===== src/hw/tmr_pkg.sv =====
// Shared constants and carrier types for the 8-bit single-compare timer.
package tmr_pkg;

    localparam int TMR_CNT_W = 8;
    localparam int TMR_PRE_W = 10;

    localparam logic [7:0] TMR_BOTTOM = 8'h00;
    localparam logic [7:0] TMR_MAX = 8'hff;
    localparam logic [7:0] TMR_CNT_RESET = 8'h00;
    localparam logic [7:0] TMR_CMP_RESET = 8'h00;
    localparam logic TMR_OC_RESET = 1'b0;

    // Waveform mode encodings; bit 0 set marks the PWM modes.
    localparam logic [1:0] TMR_WGM_NORMAL = 2'h0;
    localparam logic [1:0] TMR_WGM_PHASE = 2'h1;
    localparam logic [1:0] TMR_WGM_CTC = 2'h2;
    localparam logic [1:0] TMR_WGM_FAST = 2'h3;
    localparam int TMR_WGM_PWM_BIT = 0;

    // Compare output mode encodings.
    localparam logic [1:0] TMR_COM_NONE = 2'h0;
    localparam logic [1:0] TMR_COM_TOGGLE = 2'h1;
    localparam logic [1:0] TMR_COM_CLEAR = 2'h2;
    localparam logic [1:0] TMR_COM_SET = 2'h3;

    // Clock select: 0 stops, 1..7 divide the source by 1,8,32,64,128,256,1024.
    localparam logic [2:0] TMR_CS_STOP = 3'h0;
    localparam logic [9:0] TMR_PRE_MASK_1 = 10'h000;
    localparam logic [9:0] TMR_PRE_MASK_8 = 10'h007;
    localparam logic [9:0] TMR_PRE_MASK_32 = 10'h01f;
    localparam logic [9:0] TMR_PRE_MASK_64 = 10'h03f;
    localparam logic [9:0] TMR_PRE_MASK_128 = 10'h07f;
    localparam logic [9:0] TMR_PRE_MASK_256 = 10'h0ff;
    localparam logic [9:0] TMR_PRE_MASK_1024 = 10'h3ff;
    localparam logic [9:0] TMR_PRE_RESET = 10'h000;

    typedef struct packed {
        logic [2:0] clockSourceSelect;
        logic asyncClockSelect;
        logic [1:0] waveformModeSelect;
        logic [1:0] compareOutputMode;
        logic overflowIrqEnable;
        logic compareIrqEnable;
    } tmr_ctrl_t;

    typedef struct packed {
        logic counterWr;
        logic [7:0] counterWrData;
        logic compareWr;
        logic [7:0] compareWrData;
        logic forceCompare;
        logic overflowFlagClr;
        logic compareFlagClr;
        logic overflowIrqAck;
        logic compareIrqAck;
    } tmr_cpu_t;

    typedef struct packed {
        logic [7:0] counterValue;
        logic [7:0] compareValue;
        logic overflowFlag;
        logic compareMatchFlag;
    } tmr_stat_t;

    typedef struct packed {
        logic pinMeta;
        logic pinSync;
        logic pinPrev;
        logic [9:0] prescale;
        logic tick;
    } tmr_tick_state_t;

    typedef struct packed {
        logic [7:0] counter;
        logic [7:0] compareReg;
        logic [7:0] compareBuf;
        logic countDown;
        logic blockMatch;
        logic overflowFlag;
        logic compareFlag;
        logic ocState;
    } tmr_core_state_t;

endpackage


===== src/hw/tmr_core.sv =====
// Single-channel 8-bit timer/counter with one compare unit and waveform output.
module tmr_core
(
    // Clock and reset
    input wire logic clk,
    input wire logic rst,
    // Control bits
    input wire tmr_pkg::tmr_ctrl_t ctrl,
    // Processor accesses, one-cycle strobes with data
    input wire tmr_pkg::tmr_cpu_t cpu,
    // Crystal oscillator pin
    input wire logic crystalOscPinA,
    // Readable state
    output tmr_pkg::tmr_stat_t stat,
    // Interrupt requests
    output logic overflowIrq,
    output logic compareIrq,
    // Waveform pin
    output logic compareOutput,
    output logic compareOutputOverride
);
    import tmr_pkg::*;

    ////////////////////////////////////////////////////////////////////////////////

    tmr_core_state_t s_q;
    tmr_core_state_t s_d;
    logic tick;
    logic pwm;
    logic [7:0] topValue;
    logic atTop;
    logic atMax;
    logic atBottom;
    logic matchNow;
    logic matchEvent;
    logic bottomEvent;
    logic overflowEvent;
    logic updatePoint;
    logic ocNext;

    ////////////////////////////////////////////////////////////////////////////////

    tmr_tick_gen u_tick
    (
        .clk(clk),
        .rst(rst),
        .clockSourceSelect(ctrl.clockSourceSelect),
        .asyncClockSelect(ctrl.asyncClockSelect),
        .crystalOscPinA(crystalOscPinA),
        .tick(tick)
    );

    tmr_wave_gen u_wave
    (
        .waveformModeSelect(ctrl.waveformModeSelect),
        .compareOutputMode(ctrl.compareOutputMode),
        .matchEvent(matchEvent),
        .bottomEvent(bottomEvent),
        .countingUp(~s_q.countDown),
        .forceCompare(cpu.forceCompare),
        .ocState(s_q.ocState),
        .ocNext(ocNext)
    );

    ////////////////////////////////////////////////////////////////////////////////
    // Event decode from the registered state.

    always_comb
    begin
        pwm = ctrl.waveformModeSelect[TMR_WGM_PWM_BIT];
        // Clear-on-match tops out at the compare value, every other mode at max.
        topValue = (ctrl.waveformModeSelect == TMR_WGM_CTC) ? s_q.compareReg : TMR_MAX;
        atTop = (s_q.counter == topValue);
        atMax = (s_q.counter == TMR_MAX);
        atBottom = (s_q.counter == TMR_BOTTOM);
        // The comparator runs every cycle; its result acts only on a tick.
        matchNow = (s_q.counter == s_q.compareReg);
        // A pending or simultaneous counter write swallows the match.
        matchEvent = tick && matchNow && !s_q.blockMatch && !cpu.counterWr;
        bottomEvent = 1'b0;
        updatePoint = 1'b0;
        overflowEvent = 1'b0;
        case (ctrl.waveformModeSelect)
            TMR_WGM_NORMAL, TMR_WGM_CTC:
            begin
                overflowEvent = tick && atMax;
            end
            TMR_WGM_FAST:
            begin
                overflowEvent = tick && atMax;
                bottomEvent = tick && atMax;
                updatePoint = tick && atMax;
            end
            TMR_WGM_PHASE:
            begin
                // Dual slope: overflow at the turn at bottom, reload at the turn at top.
                overflowEvent = tick && atBottom && s_q.countDown;
                updatePoint = tick && atMax && !s_q.countDown;
            end
            default:
            begin
                overflowEvent = 1'b0;
            end
        endcase
    end

    ////////////////////////////////////////////////////////////////////////////////
    // Next state.

    always_comb
    begin
        s_d = s_q;

        // Counting sequence; no tick means the counter simply holds.
        if (tick)
        begin
            s_d.blockMatch = 1'b0;
            case (ctrl.waveformModeSelect)
                TMR_WGM_NORMAL, TMR_WGM_FAST:
                begin
                    s_d.counter = s_q.counter + 8'h01;
                    s_d.countDown = 1'b0;
                end
                TMR_WGM_CTC:
                begin
                    s_d.countDown = 1'b0;
                    if (atTop)
                        s_d.counter = TMR_BOTTOM;
                    else
                        s_d.counter = s_q.counter + 8'h01;
                end
                TMR_WGM_PHASE:
                begin
                    if (!s_q.countDown)
                    begin
                        if (atMax)
                        begin
                            s_d.countDown = 1'b1;
                            s_d.counter = s_q.counter - 8'h01;
                        end
                        else
                        begin
                            s_d.counter = s_q.counter + 8'h01;
                        end
                    end
                    else
                    begin
                        if (atBottom)
                        begin
                            s_d.countDown = 1'b0;
                            s_d.counter = s_q.counter + 8'h01;
                        end
                        else
                        begin
                            s_d.counter = s_q.counter - 8'h01;
                        end
                    end
                end
                default:
                begin
                    s_d.counter = s_q.counter;
                end
            endcase
        end

        // A processor write lands last so it overrides any count or clear.
        if (cpu.counterWr)
        begin
            s_d.counter = cpu.counterWrData;
            s_d.blockMatch = 1'b1;
        end

        // Compare value: buffered in PWM modes, direct otherwise.
        if (pwm && updatePoint)
        begin
            s_d.compareReg = s_q.compareBuf;
        end
        if (cpu.compareWr)
        begin
            s_d.compareBuf = cpu.compareWrData;
            if (!pwm)
            begin
                s_d.compareReg = cpu.compareWrData;
            end
        end

        // Flags: clear first, so an event in the same cycle still sets the flag.
        if (cpu.overflowFlagClr || cpu.overflowIrqAck)
        begin
            s_d.overflowFlag = 1'b0;
        end
        if (overflowEvent)
        begin
            s_d.overflowFlag = 1'b1;
        end
        if (cpu.compareFlagClr || cpu.compareIrqAck)
        begin
            s_d.compareFlag = 1'b0;
        end
        if (matchEvent)
        begin
            s_d.compareFlag = 1'b1;
        end

        // Output state; the force strobe never touches flag or counter.
        s_d.ocState = ocNext;
    end

    ////////////////////////////////////////////////////////////////////////////////

    always_ff @(posedge clk)
    begin
        if (rst)
        begin
            s_q.counter <= TMR_CNT_RESET;
            s_q.compareReg <= TMR_CMP_RESET;
            s_q.compareBuf <= TMR_CMP_RESET;
            s_q.countDown <= 1'b0;
            s_q.blockMatch <= 1'b0;
            s_q.overflowFlag <= 1'b0;
            s_q.compareFlag <= 1'b0;
            s_q.ocState <= TMR_OC_RESET;
        end
        else
        begin
            s_q <= s_d;
        end
    end

    ////////////////////////////////////////////////////////////////////////////////
    // Outputs.

    always_comb
    begin
        stat.counterValue = s_q.counter;
        // Reads follow writes: buffer while buffering, register otherwise.
        stat.compareValue = pwm ? s_q.compareBuf : s_q.compareReg;
        stat.overflowFlag = s_q.overflowFlag;
        stat.compareMatchFlag = s_q.compareFlag;
    end

    assign overflowIrq = s_q.overflowFlag & ctrl.overflowIrqEnable;
    assign compareIrq = s_q.compareFlag & ctrl.compareIrqEnable;
    assign compareOutput = s_q.ocState;
    // Any nonzero output mode hands the pin to the waveform generator.
    assign compareOutputOverride = (ctrl.compareOutputMode != TMR_COM_NONE);

endmodule


===== src/hw/tmr_tick_gen.sv =====
// Timer tick source: io clock or synchronised crystal pin, through the prescaler.
module tmr_tick_gen
(
    // Clock and reset
    input wire logic clk,
    input wire logic rst,
    // Selection
    input wire logic [2:0] clockSourceSelect,
    input wire logic asyncClockSelect,
    // Crystal oscillator pin
    input wire logic crystalOscPinA,
    // Tick strobe
    output logic tick
);
    import tmr_pkg::*;

    tmr_tick_state_t s_q;
    tmr_tick_state_t s_d;
    logic srcPulse;
    logic [9:0] mask;

    always_comb
    begin
        s_d = s_q;
        s_d.pinMeta = crystalOscPinA;
        s_d.pinSync = s_q.pinMeta;
        s_d.pinPrev = s_q.pinSync;
        // The crystal is far slower than clk, so one rising edge is one source pulse.
        srcPulse = asyncClockSelect ? (s_q.pinSync & ~s_q.pinPrev) : 1'b1;
        case (clockSourceSelect)
            3'h1: mask = TMR_PRE_MASK_1;
            3'h2: mask = TMR_PRE_MASK_8;
            3'h3: mask = TMR_PRE_MASK_32;
            3'h4: mask = TMR_PRE_MASK_64;
            3'h5: mask = TMR_PRE_MASK_128;
            3'h6: mask = TMR_PRE_MASK_256;
            3'h7: mask = TMR_PRE_MASK_1024;
            default: mask = TMR_PRE_MASK_1;
        endcase
        s_d.tick = 1'b0;
        if (clockSourceSelect == TMR_CS_STOP)
        begin
            s_d.prescale = TMR_PRE_RESET;
        end
        else if (srcPulse)
        begin
            s_d.tick = ((s_q.prescale & mask) == mask);
            s_d.prescale = s_q.prescale + 10'h001;
        end
    end

    always_ff @(posedge clk)
    begin
        if (rst)
        begin
            s_q <= '0;
        end
        else
        begin
            s_q <= s_d;
        end
    end

    assign tick = s_q.tick;

endmodule


===== src/hw/tmr_wave_gen.sv =====
// Next compare output state from match, bottom and force events.
module tmr_wave_gen
(
    // Configuration
    input wire logic [1:0] waveformModeSelect,
    input wire logic [1:0] compareOutputMode,
    // Events
    input wire logic matchEvent,
    input wire logic bottomEvent,
    input wire logic countingUp,
    input wire logic forceCompare,
    // Output state
    input wire logic ocState,
    output logic ocNext
);
    import tmr_pkg::*;

    logic pwm;

    always_comb
    begin
        pwm = waveformModeSelect[TMR_WGM_PWM_BIT];
        ocNext = ocState;
        case (waveformModeSelect)
            TMR_WGM_NORMAL, TMR_WGM_CTC:
            begin
                // Force acts only outside PWM and mimics a match.
                if (matchEvent || (forceCompare && !pwm))
                begin
                    case (compareOutputMode)
                        TMR_COM_TOGGLE: ocNext = ~ocState;
                        TMR_COM_CLEAR: ocNext = 1'b0;
                        TMR_COM_SET: ocNext = 1'b1;
                        default: ocNext = ocState;
                    endcase
                end
            end
            TMR_WGM_FAST:
            begin
                // Bottom wins over a same-tick match, so compare at max gives a steady level.
                if (bottomEvent)
                begin
                    if (compareOutputMode == TMR_COM_CLEAR)
                        ocNext = 1'b1;
                    else if (compareOutputMode == TMR_COM_SET)
                        ocNext = 1'b0;
                end
                else if (matchEvent)
                begin
                    if (compareOutputMode == TMR_COM_CLEAR)
                        ocNext = 1'b0;
                    else if (compareOutputMode == TMR_COM_SET)
                        ocNext = 1'b1;
                end
            end
            TMR_WGM_PHASE:
            begin
                if (matchEvent)
                begin
                    if (compareOutputMode == TMR_COM_CLEAR)
                        ocNext = ~countingUp;
                    else if (compareOutputMode == TMR_COM_SET)
                        ocNext = countingUp;
                end
            end
            default: ocNext = ocState;
        endcase
    end

endmodule


===== config.mk =====
export PLATFORM = sky130hd
export DESIGN_NAME = tmr_core
export DESIGN_NICKNAME = d
export VERILOG_FILES = /design/src/hw/tmr_pkg.sv /design/src/hw/tmr_core.sv /design/src/hw/tmr_tick_gen.sv /design/src/hw/tmr_wave_gen.sv
export SDC_FILE = /design/constraint.sdc
export NUM_CORES = 1
export LEC_CHECK = 0
export BUFFER_PORTS_ARGS = -buffer_cell sky130_fd_sc_hd__buf_4
export CORE_MARGIN = 2
export CORE_UTILIZATION = 45
export CTS_CLUSTER_DIAMETER = 60
export CTS_CLUSTER_SIZE = 12
export DETAILED_ROUTE_END_ITERATION = 10
export PLACE_DENSITY = 0.68
export REMOVE_ABC_BUFFERS = 1
export SYNTH_ARGS = -nofsm -noshare
export SYNTH_HDL_FRONTEND = slang
export SYNTH_HIERARCHICAL = 1
export SYNTH_SLANG_ARGS = --single-unit

===== constraint.sdc =====
create_clock -name clk -period 2.7 [get_ports clk]
set_input_delay 0.135 -clock clk [delete_from_list [all_inputs] [get_ports clk]]
set_output_delay 0.135 -clock clk [all_outputs]
set_load 0.005 [all_outputs]

==> results of run 1 <==
[power by group through the flow]
stage | clock network (mW) | registers (mW) | logic [mW]
after CTS | 0.607 | 0.706 | 0.282
after global routing | 0.637 | 0.712 | 0.312
final | 0.590 | 0.706 | 0.280
after detailed placement | 0 | 0.720 | 0.281
after global placement | 0 | 0.720 | 0.278
after floorplan | 0 | 0.713 | 0.158
[through the flow]
step	instances	total power [mW]	area, um2	setup WS [ns]
after global placement	420	0.997	3070	0.473
after global routing	428	1.66	3200	0.245
after detailed placement	420	1.00	3070	0.419
after CTS	428	1.60	3200	0.413
final	428	1.58	3200	0.411
after floorplan	286	0.871	2530	0.562
[cell usage after synthesis (10+ instances only)]
cell type  instances
nor2_1            36
nand2_1           15
a211oi_1          19
xor2_1            15
inv_1             16
xnor2_1           10
o21ai_0           13
buf_4             13
clkbuf_1          10
mux2i_1           17
dfxtp_1           43
a21oi_1           15
[layout make-up]
class / instances / share of cell area (%)
Multi-Input combinational cell: 227 / 50.3
Clock inverter: 2 / 1.88
Sequential cell: 43 / 26.9
Inverter: 16 / 1.88
Tap cell: 75 / 2.93
Timing Repair Buffer: 59 / 13.8
Clock buffer: 6 / 2.27
[state kept, by name, summed over array words and instances, names as in the netlist]
signal	flops
stat	10
compareOutput	1
u_tick/s_q	11
u_tick/s_d	2
u_tick/tick	1
s_q	18
[per-layer routing]
layer | routed length, um | share of wire [%] | global-route usage (%)
met5 | 0 | 0 | 0
met3 | 289 | 4.9 | 4.40
met2 | 2580 | 44 | 29.7
met1 | 2900 | 50 | 25.9
met4 | 63 | 1.1 | 4.50
[cell usage in the layout, fill, tap and decap left out, types with 2 or more instances in the layout]
master,instances
nand3_1,7
and3_1,3
o22ai_1,7
a21o_1,2
and2_1,3
or4_1,2
bufinv_16,2
inv_1,16
ha_1,7
mux2_2,8
xnor2_1,10
nor3_1,2
nor4_2,2
nor2_1,36
clkbuf_8,5
o21ai_0,13
dfxtp_1,43
a221oi_1,9
buf_4,59
o31ai_1,2
or3_1,4
nand4_1,2
xor2_1,15
a211oi_1,19
mux2i_1,17
nor2b_1,4
nand2_1,15
a21oi_1,15
[how the worst max path moves through the flow]
| stage | to | slack (ns) | cells after the start |
|---|---|---|---|
| 2_1_floorplan | compareOutput$_SDFF_PP0_ | 0.56 | 9 |
| 3_3_place_gp | compareOutput$_SDFF_PP0_ | 0.47 | 9 |
| 3_5_place_dp | compareOutput$_SDFF_PP0_ | 0.42 | 9 |
| 4_1_cts | compareOutput$_SDFF_PP0_ | 0.41 | 9 |
| 5_1_grt | compareOutput$_SDFF_PP0_ | 0.24 | 9 |
| 6_report | compareOutput$_SDFF_PP0_ | 0.41 | 9 |
[critical path: stages (launching register included)]
cell	delay (ns)
dfxtp_1	0.42
ha_1	0.29
and4_4	0.23
and3_1	0.17
and2_1	0.16
and2_4	0.15
or3_1	0.33
a41oi_1	0.20
a21oi_1	0.08
nor2b_1	0.13
[cell families after synthesis]
family                   count (synthesis)  synth area share (%)
multiplexers                            25                  9.61
AO/OA/AOI/OAI                           77                  20.0
flip-flops                              43                  31.8
AND/OR/NAND/NOR                         93                  18.5
adder cells (fa/ha/maj)                  7                  3.23
buffers and inverters                   45                  8.73
XOR/XNOR                                25                  8.09
==> metrics.csv, run 1 <==
metric,value,unit
# hold bufs at CTS,0,
Fin. Hold Viols,0,
combinational power share,17.7,%
RSZ-0062 raised after global routing,false,
"Core Util, Final",54.7,%
routability congestion estimate,0.878,
Clock Latency Late Sink,0.29,ns
Multi-input gate area,1610,um2
# diodes,0,
Hold WC Path Type,in -> reg,
Sink Count,43,
share of cells above drive strength 1,24.9,%
Main synth FF type,dfxtp_1,
Site Rows,28,
Final setup viols,0,
initial antenna violation count,0,
Peak Freq,437,MHz
Reg2Reg Depth,9,
Die H,81.6,um
Clock transition at path regs,0.08,ns
syn avg cell area,8.60,um2
P_int,1.18,mW
Seq pwr share,44.8,%
IO Port Bufs,57,
DR pass1 iterations,4,
Post-DRT Antenna Nets,0,
clock power share,37.5,%
root buf cell,clkbuf_8,
CP arrival,2.47,ns
Crit Path Max Fanout,10,
Hold Startpoint,crystalOscPinA,
vias per cell,5.36,
Post-synth EDFFs,0,
fillcell total,570,
number of buffers created by CTS,5,
Yosys reg bits,43,
Pleak,1.35,nW
Ys Warns,6,
fin crit period,2.29,ns
reg-to-reg startpoint,stat[10]$_SDFFE_PP0P_,
"area leader, netlist",dfxtp_1,
Vias,2296,
reg2reg end,compareOutput$_SDFF_PP0_,
Core Area,5850,um2
post-synthesis sequential area ratio,31.8,%
first-pass GRT wire length,9800,um
TNS Setup,0,ns
wire per inst,13.6,um
CTS max path bufs,2,
total grt overflow,0,
Slew @ Worst Pin,0.698,ns
crit path launch,stat[10]$_SDFFE_PP0P_,
total number of H-tree levels,2,
worst hold slack,0.0436,ns
WL final,5840,um
main area contributors after synthesis,"dfxtp_1, mux2i_1, a211oi_1",
Area Overhead vs Synth,18.2,%
CP Class,reg -> reg,
die area,6650,um2
Ports,58,
asr flop ratio synth,0,%
Hold EP,u_tick/s_d[12]$_SDFF_PP0_,
"Req. time, crit path",2.88,ns
worst hold stages,2,
DRC viols,0,
status,"finished, final reports clean",
largest net degree at the start of global routing,36,
Power Dens Cells,492,nW/um2
clk_skew,0.00619,ns
GR Util All Layers,18.7,%
Tcrit/Tclk final,84.8,%
Starting Density,46.3,%
Switch Pwr,0.399,mW
Sw Share,25.3,%
sequential cell area,861,um2
vias in the first global route,2099,
Peak VDD IR,0.000353,V
Mapped Cells,315,
# Max-Cap Violations,0,
Startpoint Class,flop,
top cell type's share of synthesized area,31.8,%
CTS tree,built,
Cell variety after synth,53,
Post-DP HPWL,4320,um
fin nets,395,
Slew headroom,53.1,%
Die X,81.6,um
Syn Std Cell Area,2710,um2
max-slew violation count,0,
flop2flop setup slack,0.41,ns
post-cts resize count,0,
CP endpoint kind,flop,
# Post-CTS Setup Buffers,0,
Initial DRC Count,152,
No activity file was read; power rests on OpenSTA's default activity.
==> inputs of run 2 (changes only) <==
Settings changed: ABC_AREA from default to 1, PLACE_DENSITY 0.68 to 0.67.
Clock period 2.7 ns to 2.2 ns, I/O delays scaled along.
==> metrics.csv, run 2 <==
metric,value,unit
clk_skew,0.00793,ns
Slew @ Worst Pin,0.472,ns
final worst slack,0.280,ns
Initial DRC Count,122,
DRC viols,0,
Crit Path Max Fanout,9,
"most common cell after layout, fill and taps aside",nand2_1,
total grt overflow,0,
Syn Std Cell Area,2950,um2
Slew headroom,68.5,%
CP arrival,2.12,ns
root buf cell,clkbuf_8,
max-slew violation count,0,
Pleak,1.73,nW
vias in the first global route,2575,
syn avg cell area,6.45,um2
wire per inst,11.8,um
Yosys reg bits,43,
Largest Register,s_q,
routability congestion estimate,0.903,
Sw Share,30.6,%
Main synth FF type,dfxtp_1,
WL final,6820,um
Overall Power,1.75,mW
Area Overhead vs Synth,16.7,%
Site Rows,29,
Sink Count,43,
Switch Pwr,0.535,mW
Inst Count DP,571,
first-pass GRT wire length,11500,um
RSZ-0062 raised after global routing,false,
Layout Cells excl Fill,579,
# Max-Cap Violations,0,
CTS tree,built,
Tcrit/Tclk final,87.3,%
number of buffers created by CTS,5,
# hold bufs at CTS,0,
main area contributors after synthesis,"dfxtp_1, nand2_1, inv_1",
initial antenna violation count,0,
clock power share,28.8,%
asr flop ratio synth,0,%
# diodes,0,
DR pass1 iterations,4,
Power Dens Cells,509,nW/um2
total number of H-tree levels,2,
Post-synth EDFFs,0,
Peak VDD IR,0.000285,V
"count leader, synth",nand2_1,
fin nets,544,
Fin. Hold Viols,0,
Post-DP HPWL,5210,um
Mapped Cells,457,
fillcell total,638,
Die X,85.0,um
"area leader, netlist",dfxtp_1,
"Core Util, Final",54.2,%
CTS max path bufs,2,
pre-CTS setup slack,0.174,ns
Starting Density,46.4,%
GR Util All Layers,19.4,%
Clock Latency Late Sink,0.30,ns
CP endpoint kind,flop,
Startpoint Class,flop,
CP Class,reg -> reg,
top cell type's share of synthesized area,29.2,%
combinational power share,22.2,%
Final setup viols,0,
Peak Freq,521,MHz
Post-DRT Antenna Nets,0,
Die H,85.0,um
post-cts resize count,0,
P_int,1.22,mW
max reg flops,18,
Hold WC Path Type,in -> reg,
status,"finished, final reports clean",
IO Port Bufs,57,
share of cells above drive strength 1,21.1,%
Seq pwr share,49.1,%
TNS Setup,0,ns
die area,7220,um2
Cell variety after synth,36,
vias per cell,4.87,
Ports,58,
Core Area,6350,um2
"Req. time, crit path",2.40,ns
"commonest non-fill, non-tap cells in the layout","nand2_1, inv_1, buf_4",
# Post-CTS Setup Buffers,0,
largest net degree at the start of global routing,20,
Vias,2818,
fin crit period,1.92,ns
post-synthesis sequential area ratio,29.2,%
"top cells by count, synth","nand2_1, inv_1, nor2_1, dfxtp_1, a21oi_1",
Ys Warns,6,
Clock transition at path regs,0.08,ns
run 2: area by class of cell:
cell class / instances / area [um2] / share of cell area (%)
tap: 77 / 96.3 / 2.80
clock inverter: 2 / 12.5 / 0.364
multi-input combinational: 318 / 1670 / 48.6
timing repair buffer: 61 / 458 / 13.3
sequential: 43 / 861 / 25.0
clock buffer: 6 / 72.6 / 2.11
inverter: 72 / 270 / 7.85
run 2: final timing paths:
kind | end | cells past startpoint | from | slack (ns)
setup / recovery | compareOutput$_SDFF_PP0_ | 15 | stat[16]$_SDFFE_PP0P_ | 0.28
hold / removal | u_tick/s_d[12]$_SDFF_PP0_ | 3 | crystalOscPinA | 0.003
setup reg to reg | compareOutput$_SDFF_PP0_ | 15 | stat[16]$_SDFFE_PP0P_ | 0.28
hold reg to reg | u_tick/s_d[11]$_SDFF_PP0_ | 2 | u_tick/s_d[12]$_SDFF_PP0_ | 0.41
run 2: critical path, stage by stage, from the launching register on:
cell     delay [ns]
dfxtp_1        0.52
inv_2          0.08
nand2_1        0.06
nand4_1        0.10
nor2_1         0.10
nand2_1        0.10
nor4_4         0.30
inv_1          0.08
nand2_1        0.10
nand2_1        0.06
nand2_1        0.06
nand2_1        0.05
nand2_1        0.06
nand3_2        0.06
inv_1          0.05
nor2_1         0.03
run 2: power groups by stage:
stage,logic [mW],registers [mW],clock network (mW)
finish,0.388,0.859,0.503
floorplan,0.226,0.870,0
global route,0.441,0.866,0.547
detailed placement,0.388,0.877,0
CTS,0.389,0.859,0.519
global placement,0.385,0.875,0
run 2: stage by stage:
| step | instance area [um2] | hold slack [ns] |
|---|---|---|
| detailed placement | 3350 | 0.319 |
| finish | 3440 | 0.00342 |
| floorplan | 2790 | 0.179 |
| global placement | 3350 | 0.310 |
| global route | 3440 | 0.0277 |
| CTS | 3430 | 0.000699 |
run 2: cell families (layout without fill, tap and decap cells):
kind of cell,Yosys count,after routing,synth area share [%]
fa+ha+maj,7,7,2.97
simple gates,224,224,35.1
buf+inv,96,141,14.4
flops,43,43,29.2
compound gates,71,71,13.5
xor+xnor,16,16,4.75
run 2: layer usage:
layer	vias to the layer above	global-route usage, %	share of wire (%)
met3	5	2.33	3.4
met1	1251	26.9	51
li1	1506	-	-
met2	56	31.5	44
met4	0	6.49	1.2
met5	-	0	0
